--- config.mk ---
export PLATFORM = sky130hd
export DESIGN_NAME = pra_bank
export DESIGN_NICKNAME = d
export VERILOG_FILES = /design/src/pra_pkg.sv /design/src/pra_reg.sv /design/src/pra_bank.sv
export SDC_FILE = /design/constraint.sdc
export NUM_CORES = 1
export LEC_CHECK = 0
export ABC_AREA = 1
export CAP_MARGIN = 5
export CORE_AREA = 8 8 427 429
export DETAILED_ROUTE_END_ITERATION = 6
export DIE_AREA = 0 0 435 437
export DONT_BUFFER_PORTS = 1
export GPL_ROUTABILITY_DRIVEN = 0
export PLACE_DENSITY_LB_ADDON = 0.3
export SLEW_MARGIN = 10
export SYNTH_ARGS = -nofsm -noshare
export SYNTH_HDL_FRONTEND = slang
export SYNTH_HIERARCHICAL = 1
export SYNTH_SLANG_ARGS = --single-unit
--- constraint.sdc ---
create_clock -name clk_in -period 25.2 [get_ports clk_in]
set_input_delay 2.52 -clock clk_in [delete_from_list [all_inputs] [get_ports clk_in]]
set_output_delay 2.52 -clock clk_in [all_outputs]
set_load 0.1 [all_outputs]
--- src/pra_pkg.sv ---
// Purpose: shared constants and carriers for the paged register addressing block
// Assumes: 8-bit host data, 64 registers, eight pages of eight
// Notes:   access kinds per register are a constant table in the bank
package pra_pkg;
	localparam int ADDR_W        = 6;
	localparam int DATA_W        = 8;
	localparam int NUM_REGS      = 64;
	localparam int PAGE_W        = 3;
	localparam int INPAGE_W      = 3;
	localparam int INPAGE_PAGE   = 3'h0;
	localparam int PAGING_EN_POS = 7;
	localparam int PAGE_NUM_LSB  = 0;
	localparam logic [7:0] PAGE_REG_RESET = 8'h00;
	localparam logic [7:0] REG_RESET      = 8'h00;
	localparam logic [7:0] UNDEF_READ     = 8'h00;

	typedef enum logic [1:0] {
		PRA_ACC_RW,
		PRA_ACC_DYN,
		PRA_ACC_RO,
		PRA_ACC_WO
	} pra_access_e;

	// host side bus request
	typedef struct packed {
		logic              wr;
		logic              rd;
		logic              muxed;
		logic [ADDR_W-1:0] addr;
		logic [DATA_W-1:0] wdata;
	} pra_host_req_s;

	// internal state machine port
	typedef struct packed {
		logic [NUM_REGS-1:0]        wr;
		logic [NUM_REGS*DATA_W-1:0] wdata;
	} pra_int_upd_s;
endpackage

--- src/pra_reg.sv ---
// Purpose: one 8-bit register cell with host and internal write paths
// Assumes: access kind fixed at elaboration
// Notes:   host write loses to internal update on a dynamic cell
`timescale 1ns/1ps
module pra_reg #(
	parameter pra_pkg::pra_access_e ACCESS = pra_pkg::PRA_ACC_RW
) (
	// clock and reset
	input  wire logic        clk_in,
	input  wire logic        rst_n_in,
	// write paths
	input  wire logic        host_wr_in,
	input  wire logic [7:0]  host_data_in,
	input  wire logic        int_wr_in,
	input  wire logic [7:0]  int_data_in,
	// stored value
	output logic      [7:0]  value_out
);
	import pra_pkg::*;
	logic [7:0] value;
	logic [7:0] next_value;

	always_comb begin
		next_value = value;
		case (ACCESS)
			PRA_ACC_RW, PRA_ACC_WO: begin
				if (host_wr_in) next_value = host_data_in;
			end
			PRA_ACC_DYN: begin
				if (host_wr_in) next_value = host_data_in;
				if (int_wr_in)  next_value = int_data_in;
			end
			PRA_ACC_RO: begin
				if (int_wr_in) next_value = int_data_in;
			end
			default: next_value = value;
		endcase
	end

	always_ff @(posedge clk_in or negedge rst_n_in) begin
		if (!rst_n_in) value <= REG_RESET;
		else           value <= next_value;
	end

	assign value_out = value;
endmodule

--- src/pra_bank.sv ---
// Purpose: paged/linear register address decode and 64-entry register bank
// Assumes: host strobes are single-cycle and synchronous to clk_in
// Notes:   page register mirrored at in-page offset 0 of every page
`timescale 1ns/1ps
module pra_bank (
	// clock and reset
	input  wire logic                            clk_in,
	input  wire logic                            rst_n_in,
	// host bus
	input  wire pra_pkg::pra_host_req_s          host_req_in,
	output logic      [pra_pkg::DATA_W-1:0]      host_rdata_out,
	output logic                                 host_rvalid_out,
	// internal state machines
	input  wire pra_pkg::pra_int_upd_s           int_upd_in,
	output logic      [pra_pkg::NUM_REGS*pra_pkg::DATA_W-1:0] reg_values_out,
	// decode visibility
	output logic      [pra_pkg::ADDR_W-1:0]      eff_addr_out,
	output logic                                 paging_enable_bit_out,
	output logic      [pra_pkg::PAGE_W-1:0]      page_number_field_out
);
	import pra_pkg::*;

	logic                rst_meta;
	logic                rst_sync;
	logic [DATA_W-1:0]   page_reg;
	logic [DATA_W-1:0]   next_page_reg;
	logic [DATA_W-1:0]   rdata;
	logic [DATA_W-1:0]   next_rdata;
	logic                rvalid;
	logic                next_rvalid;
	logic [ADDR_W-1:0]   eff_addr;
	logic                page_hit;
	logic                paging_enable_bit;
	logic [PAGE_W-1:0]   page_number_field;
	logic [DATA_W-1:0]   cell_val [NUM_REGS];

	// reset release through two flops
	always_ff @(posedge clk_in or negedge rst_n_in) begin
		if (!rst_n_in) begin
			rst_meta <= 1'b0;
			rst_sync <= 1'b0;
		end else begin
			rst_meta <= 1'b1;
			rst_sync <= rst_meta;
		end
	end

	assign paging_enable_bit = page_reg[PAGING_EN_POS];
	assign page_number_field = page_reg[PAGE_NUM_LSB +: PAGE_W];

	// access class per address, one line per register so the map reads as a table
	function automatic pra_access_e access_of(input int idx);
		case (ADDR_W'(idx))
			// page 0: command and status
			6'h00: return PRA_ACC_RW;
			6'h01: return PRA_ACC_DYN;
			6'h02: return PRA_ACC_RW;
			6'h03: return PRA_ACC_RO;
			6'h04: return PRA_ACC_RO;
			6'h05: return PRA_ACC_RO;
			6'h06: return PRA_ACC_RW;
			6'h07: return PRA_ACC_RW;
			// page 1: control and error flags
			6'h08: return PRA_ACC_RW;
			6'h09: return PRA_ACC_RW;
			6'h0a: return PRA_ACC_RO;
			6'h0b: return PRA_ACC_RO;
			6'h0c: return PRA_ACC_RW;
			6'h0d: return PRA_ACC_RW;
			6'h0e: return PRA_ACC_RW;
			6'h0f: return PRA_ACC_RW;
			// page 2
			6'h10: return PRA_ACC_RW;
			6'h11: return PRA_ACC_RW;
			6'h12: return PRA_ACC_RW;
			6'h13: return PRA_ACC_RW;
			6'h14: return PRA_ACC_RW;
			6'h15: return PRA_ACC_RW;
			6'h16: return PRA_ACC_RW;
			6'h17: return PRA_ACC_RW;
			// page 3
			6'h18: return PRA_ACC_RW;
			6'h19: return PRA_ACC_RW;
			6'h1a: return PRA_ACC_RW;
			6'h1b: return PRA_ACC_RW;
			6'h1c: return PRA_ACC_RW;
			6'h1d: return PRA_ACC_RW;
			6'h1e: return PRA_ACC_RW;
			6'h1f: return PRA_ACC_RW;
			// page 4
			6'h20: return PRA_ACC_RW;
			6'h21: return PRA_ACC_RW;
			6'h22: return PRA_ACC_RW;
			6'h23: return PRA_ACC_RW;
			6'h24: return PRA_ACC_RW;
			6'h25: return PRA_ACC_RW;
			6'h26: return PRA_ACC_RW;
			6'h27: return PRA_ACC_RW;
			// page 5
			6'h28: return PRA_ACC_RW;
			6'h29: return PRA_ACC_RW;
			6'h2a: return PRA_ACC_RW;
			6'h2b: return PRA_ACC_RW;
			6'h2c: return PRA_ACC_RW;
			6'h2d: return PRA_ACC_RW;
			6'h2e: return PRA_ACC_RW;
			6'h2f: return PRA_ACC_RW;
			// page 6
			6'h30: return PRA_ACC_RW;
			6'h31: return PRA_ACC_RW;
			6'h32: return PRA_ACC_RW;
			6'h33: return PRA_ACC_RW;
			6'h34: return PRA_ACC_RW;
			6'h35: return PRA_ACC_RW;
			6'h36: return PRA_ACC_RW;
			6'h37: return PRA_ACC_RW;
			// page 7: write-only test controls behind the page alias
			6'h38: return PRA_ACC_RW;
			6'h39: return PRA_ACC_WO;
			6'h3a: return PRA_ACC_WO;
			6'h3b: return PRA_ACC_WO;
			6'h3c: return PRA_ACC_WO;
			6'h3d: return PRA_ACC_WO;
			6'h3e: return PRA_ACC_WO;
			6'h3f: return PRA_ACC_WO;
			default: return PRA_ACC_RW;
		endcase
	endfunction

	// address assembly
	always_comb begin
		if (host_req_in.muxed && !paging_enable_bit) begin
			eff_addr = host_req_in.addr;
		end else if (host_req_in.muxed) begin
			eff_addr = {page_number_field, host_req_in.addr[INPAGE_W-1:0]};
		end else begin
			// dedicated bus: upper pins are not wired, only low three count
			eff_addr = {page_number_field, host_req_in.addr[INPAGE_W-1:0]};
		end
	end

	// offset zero in every page aliases the page register
	assign page_hit = (eff_addr[INPAGE_W-1:0] == INPAGE_W'(INPAGE_PAGE));

	// whole byte kept for readback; only bit 7 and bits 2:0 steer the decode
	always_comb begin
		next_page_reg = page_reg;
		if (host_req_in.wr && page_hit) begin
			next_page_reg = host_req_in.wdata;
		end
	end

	always_ff @(posedge clk_in or negedge rst_sync) begin
		if (!rst_sync) page_reg <= PAGE_REG_RESET;
		else           page_reg <= next_page_reg;
	end

	// all 64 slots: 56 register cells, the page register at the 8 alias slots
	// internal updates aimed at alias slots are dropped: the page register is host-only
	genvar g;
	generate
		for (g = 0; g < NUM_REGS; g++) begin : g_cell
			if ((g % 8) == INPAGE_PAGE) begin : g_alias
				assign cell_val[g] = page_reg;
			end else begin : g_reg
				pra_reg #(.ACCESS(access_of(g))) u_reg (
					.clk_in       (clk_in),
					.rst_n_in     (rst_sync),
					.host_wr_in   (host_req_in.wr && (eff_addr == ADDR_W'(g))),
					.host_data_in (host_req_in.wdata),
					.int_wr_in    (int_upd_in.wr[g]),
					.int_data_in  (int_upd_in.wdata[g*DATA_W +: DATA_W]),
					.value_out    (cell_val[g])
				);
			end
			assign reg_values_out[g*DATA_W +: DATA_W] = cell_val[g];
		end
	endgenerate

	// registered read data, one cycle after the read strobe
	always_comb begin
		next_rdata  = rdata;
		next_rvalid = host_req_in.rd;
		if (host_req_in.rd) begin
			// write-only cells keep their contents; only the read path hides them
			if (access_of(int'(eff_addr)) == PRA_ACC_WO && !page_hit) begin
				next_rdata = UNDEF_READ;
			end else begin
				next_rdata = cell_val[eff_addr];
			end
		end
	end

	always_ff @(posedge clk_in or negedge rst_sync) begin
		if (!rst_sync) begin
			rdata  <= '0;
			rvalid <= 1'b0;
		end else begin
			rdata  <= next_rdata;
			rvalid <= next_rvalid;
		end
	end

	assign host_rdata_out        = rdata;
	assign host_rvalid_out       = rvalid;
	assign eff_addr_out          = eff_addr;
	assign paging_enable_bit_out = paging_enable_bit;
	assign page_number_field_out = page_number_field;
endmodule

==> results of run 1 <==
==> worst max-delay path: stages <==
cell     delay, ps
nand2_1        100
nand2_1         90
nand2_2        630
==> path summary, 6_finish.rpt <==
kind / startpoint / endpoint / slack (ps) / depth (start not counted)
max reg2reg: page_reg[7] / g_cell[50].g_reg.u_reg/value_out[7] / 19990 / 9
min: rst_sync / g_cell[22].g_reg.u_reg/value_out[1] / 340 / 0
max: host_req_in[14] / eff_addr_out[5] / 19280 / 3
max in group asynchronous: rst_sync / g_cell[15].g_reg.u_reg/value_out[3] / 21950 / 3
min in group clk_in: rst_meta / rst_sync / 350 / 0
min reg2reg: rst_sync / g_cell[22].g_reg.u_reg/value_out[1] / 340 / 0
==> per-layer routing <==
| layer | vias up | share of wire |
|---|---|---|
| met5 | - | 0.00032 |
| li1 | 10675 | - |
| met3 | 217 | 0.10 |
| met4 | 8 | 0.054 |
| met2 | 982 | 0.44 |
| met1 | 11055 | 0.40 |
==> area by class of cell <==
class	count	area (um2)	share of cell area
antenna	8	20.0	0.000694
clock buffer	91	1790	0.0620
clock inverter	19	205	0.00711
inverter	227	862	0.0299
multi-input combinational	2724	10500	0.364
sequential	467	11700	0.406
tap	2340	2930	0.101
timing repair buffer	86	818	0.0284
==> power groups by stage <==
stage               logic (mW)  registers [mW]  clock network, mW
detailed placement       0.818            2.47                  0
CTS                      0.820            2.46              0.913
finish                   0.801            2.45              0.887
floorplan                0.503            2.41                  0
global route             0.881            2.48              0.938
global placement         0.812            2.47                  0
==> stage by stage <==
| step | instance area, um2 | hold slack, ps |
|---|---|---|
| 3_5_place_dp | 26800 | 343 |
| 4_1_cts | 28800 | 359 |
| 5_1_grt | 28900 | 366 |
| 2_1_floorplan | 24600 | 331 |
| 6_report | 28900 | 338 |
| 3_3_place_gp | 26800 | 336 |
==> reports/metrics.cfg, run 1 <==
[clock_tree]
cts_post_setup_buffers_inserted=0
cts_resized=0
h-tree-depth=2
worstSkewPairLatency_ps=690
cts_root_buf=clkbuf_16
hold_buffers=0
clock-sinks=467
numCtsBuffers=61
clk_pin_slew_ps=60
cts_tree=built
clockBufferDepth=3

[route]
drcViolationCount=0
vias_per_cell=3.85
drt-initial-drc-count=2072
wl_per_cell_um=26.0
firstDrtPassIters=5
ant_nets=0
num_vias=22937
drt_wl_total_mm=155

[finish]
fillers=20306
fin_cells=5962
layout_common_cells=nand2_1, dfrtp_1, nor2_1
finish.utilization=0.165
final_common_cell=nand2_1
area_growth_pct=17.4
nNetsFinal=4162
largest_reg_flops=448
drive_above_1_share=0.0728

[sta]
period_needed_ps=5920
tightest_slew_ps=1340
finalSetupViolCount=0
slew_headroom=0.106
fin_setup_tns_ps=0
worst_slack_ps=19280
final_hold_viol_count=0
skew_ps=44.6
period_share=0.235
slew_violations=0
rsz0062_at_grt=false
fmaxAchievable_mhz=169

[power_and_ir_drop]
p_comb_frac=0.194
irDropWorstVdd_mv=0.0702
sw_frac_of_total=0.616
p_per_area_nw_per_um2=143
p_switching_mw=2.55
p_seq_frac=0.592
power.total_mw=4.14
power.internal_mw=1.59
p_leak_nw=15.2
clkPwrFrac=0.214

[global_route]
grt_max_degree=231
track_usage=0.155
antenna_found_initial=41
grt_pass1_wl_mm=205
grt_pass1_vias=21419
grt_busiest_layer=met2
grt_remaining_overflow=0
met1_usage=0.187
grt_use_met2=0.242
use_met3=0.0621

[floorplanning]
rows=154
initial_core_util=0.140
ios=1126
die-area_um2=190000
die-height_um=437
core_area_um2=175000
fp.dieW_um=435

[yosys]
netlist_instances=3633
syn_area_um2=24600
ys.warnings.count=6
syn_area_per_cell_um2=6.77
syn_nets=4228

[critical_path]
critPathKind=in2out
arrival_ps=3400
cp-start-kind=input pin
crit_path_max_fanout=6
worstPathRequired_ps=22680
endpoint_kind=primary output

[placed_design]
place_inst=5844
dp_hpwl_mm=116
preCtsSetupSlack_ps=18840
numPortBuffers=0

[hold_path]
hold_path.class=reg2async

[flow_run]
maxCapViolCount=0

[status]
status=finished, final reports clean

(Power assumes the default switching activity.)
==> inputs of run 2 (changes only) <==
==> constraint.sdc (replaced) <==
create_clock -name clk_in -period 4.9 [get_ports clk_in]
set_input_delay 0.49 -clock clk_in [delete_from_list [all_inputs] [get_ports clk_in]]
set_output_delay 0.49 -clock clk_in [all_outputs]
set_load 0.1 [all_outputs]
==> reports/metrics.cfg, run 2 (same netlist as run 1, synthesis figures left out) <==
[status]
status=finished, final reports clean

[global_route]
grt_max_degree=231
track_usage=0.162
grt_pass1_vias=22521
grt_remaining_overflow=0
grt_pass1_wl_mm=214
antenna_found_initial=31

[sta]
finalSetupViolCount=0
final_hold_viol_count=0
fmaxAchievable_mhz=244
slew_headroom=0.143
tightest_slew_ps=1290
slew_violations=0
period_needed_ps=4100
rsz0062_at_grt=false
period_share=0.838
skew_ps=36.4

[floorplanning]
die-area_um2=190000
rows=154
ios=1126
core_area_um2=175000
die-height_um=437
initial_core_util=0.140
fp.dieW_um=435

[route]
drt_wl_total_mm=161
firstDrtPassIters=5
drt-initial-drc-count=1929
ant_nets=0
num_vias=23499
vias_per_cell=3.86
wl_per_cell_um=26.5
drcViolationCount=0

[power_and_ir_drop]
power.internal_mw=8.38
p_per_area_nw_per_um2=717
clkPwrFrac=0.215
sw_frac_of_total=0.614
irDropWorstVdd_mv=0.386
p_leak_nw=15.8
p_switching_mw=13.3
p_seq_frac=0.574
p_comb_frac=0.211
power.total_mw=21.7

[critical_path]
worstPathRequired_ps=5430
cp-start-kind=register
r2r_end=g_cell[1].g_reg.u_reg/value_out[3]
reg2reg_from=page_reg[7]
reg2reg_depth=12
crit_path_max_fanout=9
cpPeakStageDelay_ps=870
arrival_ps=4630
cpMostUsedCell=nand2_1
slowest_stage=nor2_1
endpoint_kind=register
ff2ff_setup_slack_ps=800
path_cells=inv_2 > nand2_1 > nand2_1 > nand2_2 > buf_4 > nor2_1 > nand2_1 > nor2_1 > nor2_4 > nand2_1 > nand3_1 > dlygate4sd3_1
startpoint=page_reg[7]
critPathCapture=g_cell[1].g_reg.u_reg/value_out[3]
critPathKind=reg2reg

[finish]
fillers=20104
area_growth_pct=23.1
fin_area_um2=30300
drive_above_1_share=0.0770
nNetsFinal=4287
final_common_cell=nand2_1
layout_common_cells=nand2_1, dfrtp_1, nor2_1
largest_reg_flops=448

[hold_path]
hold_path.class=in2reg

[clock_tree]
numCtsBuffers=66
cts_root_buf=clkbuf_16
cts_resized=0
cts_tree=built
worstSkewPairLatency_ps=650
cts_post_setup_buffers_inserted=0
clock-sinks=467
clockBufferDepth=3
h-tree-depth=3
hold_buffers=100
clk_pin_slew_ps=50

[placed_design]
numPortBuffers=0
dp_hpwl_mm=117
postPlaceCellArea_um2=27000

[flow_run]
maxCapViolCount=0

[run 2: changes by cell type in the layout (fill, tap and decap cells not counted), sizes merged]
cell,previous run,this run
clkbuf,91,102
dlygate4sd3,0,90
bufinv,2,0
diode,8,11
buf,86,116
clkinv,14,3
inv,228,233
clkinvlp,2,3
[run 2: layer usage]
layer	vias up	part of all wire	global-route usage
li1	10926	-	-
met1	11344	0.40	0.198
met2	1027	0.46	0.263
met3	194	0.10	0.0645
met4	8	0.038	0.0511
met5	-	0.00027	0
[run 2: worst min path at each step]
| stage | start | endpoint | slack [ps] | cells after the start |
|---|---|---|---|---|
| 6_report | int_upd_in[513] | g_cell[1].g_reg.u_reg/value_out[2] | 80 | 3 |
| 4_1_cts | int_upd_in[513] | g_cell[1].g_reg.u_reg/value_out[4] | 0.09 | 3 |
| 3_3_place_gp | rst_n_in | rst_meta | 190 | 0 |
| 3_5_place_dp | rst_n_in | rst_meta | 190 | 0 |
| 5_1_grt | int_upd_in[513] | g_cell[1].g_reg.u_reg/value_out[4] | 30 | 3 |
| 2_1_floorplan | rst_n_in | rst_meta | 190 | 0 |
[run 2: power groups by stage]
stage	Sequential (mW)	Clock, mW	Combinational (mW)
final	12.5	4.67	4.58
after global routing	12.6	4.95	4.99
after CTS	12.5	4.82	4.67
after detailed placement	12.6	0	4.41
after global placement	12.6	0	4.38
after floorplan	12.4	0	2.59
[run 2: stage by stage]
stage                     std cells  worst slack [ps]  setup TNS, ps  utilization  hold slack (ps)
after global routing           6081               561              0        0.173             25.2
after detailed placement       5864               765              0        0.154              195
final                          6089               796              0        0.173             82.8
after global placement         5863              -114           -853        0.154              195
after floorplan                3633               337              0            -              194
after CTS                      6078               684              0        0.173           0.0904
[run 2: cell type report]
class | instances | area, um2 | area share
Multi-Input combinational cell | 2724 | 10500 | 0.347
Antenna cell | 11 | 27.5 | 0.000909
Tap cell | 2340 | 2930 | 0.0967
Clock inverter | 12 | 120 | 0.00397
Clock buffer | 102 | 1920 | 0.0633
Sequential cell | 467 | 11700 | 0.387
Inverter | 227 | 862 | 0.0285
Timing Repair Buffer | 206 | 2190 | 0.0722
[run 2: worst max-delay path, delay by kind of cell (launching register included)]
kind	cells	cell delay, ps
flip-flops	1	520
buffers and inverters	3	960
AND/OR/NAND/NOR	9	2500
==> inputs of run 3 (changes only) <==
==> constraint.sdc (replaced) <==
create_clock -name clk_in -period 3.46 [get_ports clk_in]
set_input_delay 0.346 -clock clk_in [delete_from_list [all_inputs] [get_ports clk_in]]
set_output_delay 0.346 -clock clk_in [all_outputs]
set_load 0.1 [all_outputs]
==> reports/metrics.cfg, run 3 (same netlist as run 1, synthesis figures left out) <==
[power_and_ir_drop]
p_switching_mw=19.3
p_per_area_nw_per_um2=985
p_leak_nw=18.3
p_seq_frac=0.227
p_comb_frac=0.555
irDropWorstVdd_mv=0.452
clkPwrFrac=0.218
power.total_mw=33.4
sw_frac_of_total=0.579
power.internal_mw=14.0

[placed_design]
postPlaceCellArea_um2=30400
preCtsSetupSlack_ps=47.9
numPortBuffers=0
dp_hpwl_mm=121
place_inst=6304

[route]
drcViolationCount=0
num_vias=24816
ant_nets=0
drt_wl_total_mm=161
vias_per_cell=3.80
drt-initial-drc-count=2261
firstDrtPassIters=5
wl_per_cell_um=24.6

[critical_path]
reg2reg_depth=10
arrival_ps=3700
r2r_end=g_cell[46].g_reg.u_reg/value_out[5]
critPathKind=reg2reg
crit_path_max_fanout=14
worstPathRequired_ps=4000
endpoint_kind=register
cp-start-kind=register
cpPeakStageDelay_ps=600
path_cells=inv_2 > nand2_1 > nand2_1 > nand2_1 > nor2_4 > nand2_1 > nor2_1 > inv_2 > nand2_1 > nand2_1
slowest_stage=nand2_1
cpMostUsedCell=nand2_1
ff2ff_setup_slack_ps=300
reg2reg_from=page_reg[7]

[floorplanning]
core_area_um2=175000
fp.dieW_um=435
die-area_um2=190000
ios=1126
die-height_um=437
initial_core_util=0.140
rows=154

[finish]
drive_above_1_share=0.176
layout_common_cells=nand2_1, buf_4, dfrtp_1
finish.utilization=0.193
fin_area_um2=33900
multiInputGateArea_um2=10500
fin_cells=6536
fillers=19943
nNetsFinal=4728
largest_reg_flops=448
regArea_um2=11700
area_growth_pct=37.7
final_common_cell=nand2_1

[status]
status=finished, final reports clean

[sta]
rsz0062_at_grt=false
fmaxAchievable_mhz=316
slew_violations=0
hold_ws_ps=55.3
tightest_slew_ps=1180
finalSetupViolCount=0
period_share=0.913
skew_ps=53.7
fin_setup_tns_ps=0
period_needed_ps=3160
final_hold_viol_count=0
slew_headroom=0.223
worst_slack_ps=300

[global_route]
track_usage=0.162
antenna_found_initial=32
grt_max_degree=231
grt_remaining_overflow=0
grt_pass1_vias=23722
grt_pass1_wl_mm=215

[clock_tree]
cts_root_buf=clkbuf_16
numCtsBuffers=67
clockBufferDepth=3
clock-sinks=467
clk_pin_slew_ps=60
h-tree-depth=3
worstSkewPairLatency_ps=690
cts_tree=built

[hold_path]
hold_path.class=in2reg
worstHoldEndpoint=g_cell[20].g_reg.u_reg/value_out[4]
min_from=host_req_in[4]
hold_depth=3

[flow_run]
maxCapViolCount=0

-- run 3: cell types whose count changed in the layout (fill, tap and decap cells not counted), sizes merged --
cell	before	now
clkinv	3	9
dlygate4sd3	90	92
buf	116	554
diode	11	14
inv	233	230
clkinvlp	3	1
bufinv	0	5
clkbuf	102	100
-- run 3: layout make-up --
type | instances | share of cell area
antenna | 14 | 0.00103
sequential | 467 | 0.346
inverter | 227 | 0.0255
timing repair buffer | 646 | 0.163
tap | 2340 | 0.0865
clock inverter | 18 | 0.0102
multi-input combinational | 2724 | 0.311
clock buffer | 100 | 0.0573
-- run 3: per-layer routing --
layer	vias up	GRT usage	wire length, um
li1	11805	-	-
met1	11889	0.201	67100
met2	916	0.254	71000
met3	198	0.0624	15300
met4	8	0.0605	7050
met5	-	0	54
-- run 3: how the worst max path moves through the flow --
stage	start	endpoint	slack (ps)	depth (start not counted)
3_5_place_dp	page_reg[7]	g_cell[22].g_reg.u_reg/value_out[2]	50	11
4_1_cts	page_reg[7]	g_cell[22].g_reg.u_reg/value_out[2]	60	11
2_1_floorplan	rst_sync	g_cell[10].g_reg.u_reg/value_out[0]	-1100	0
5_1_grt	page_reg[7]	g_cell[26].g_reg.u_reg/value_out[5]	30	10
6_report	page_reg[7]	g_cell[46].g_reg.u_reg/value_out[5]	300	10
3_3_place_gp	page_reg[7]	g_cell[22].g_reg.u_reg/value_out[1]	10	11
-- run 3: what timing repair did --
action                     4_1_cts  5_1_grt
hold buffers                   100        0
buffers inserted                 0        0
hold endpoints to repair       467        0
setup endpoints to repair        0       22
gates resized for setup          0        3
-- run 3: critical path, delay by kind of cell, from the launching register on --
| family | cells | cell delay [ps] |
|---|---|---|
| buffers and inverters | 2 | 340 |
| and+or+nand+nor | 8 | 2180 |
| DFF | 1 | 520 |
-- run 3: power groups by stage --
stage / registers (mW) / logic [mW] / clock network [mW]
5_1_grt: 7.71 / 19.3 / 7.66
4_1_cts: 7.57 / 18.7 / 7.47
6_report: 7.57 / 18.5 / 7.26
3_5_place_dp: 7.66 / 18.4 / 0
2_1_floorplan: 17.5 / 3.66 / 0
3_3_place_gp: 7.64 / 18.3 / 0
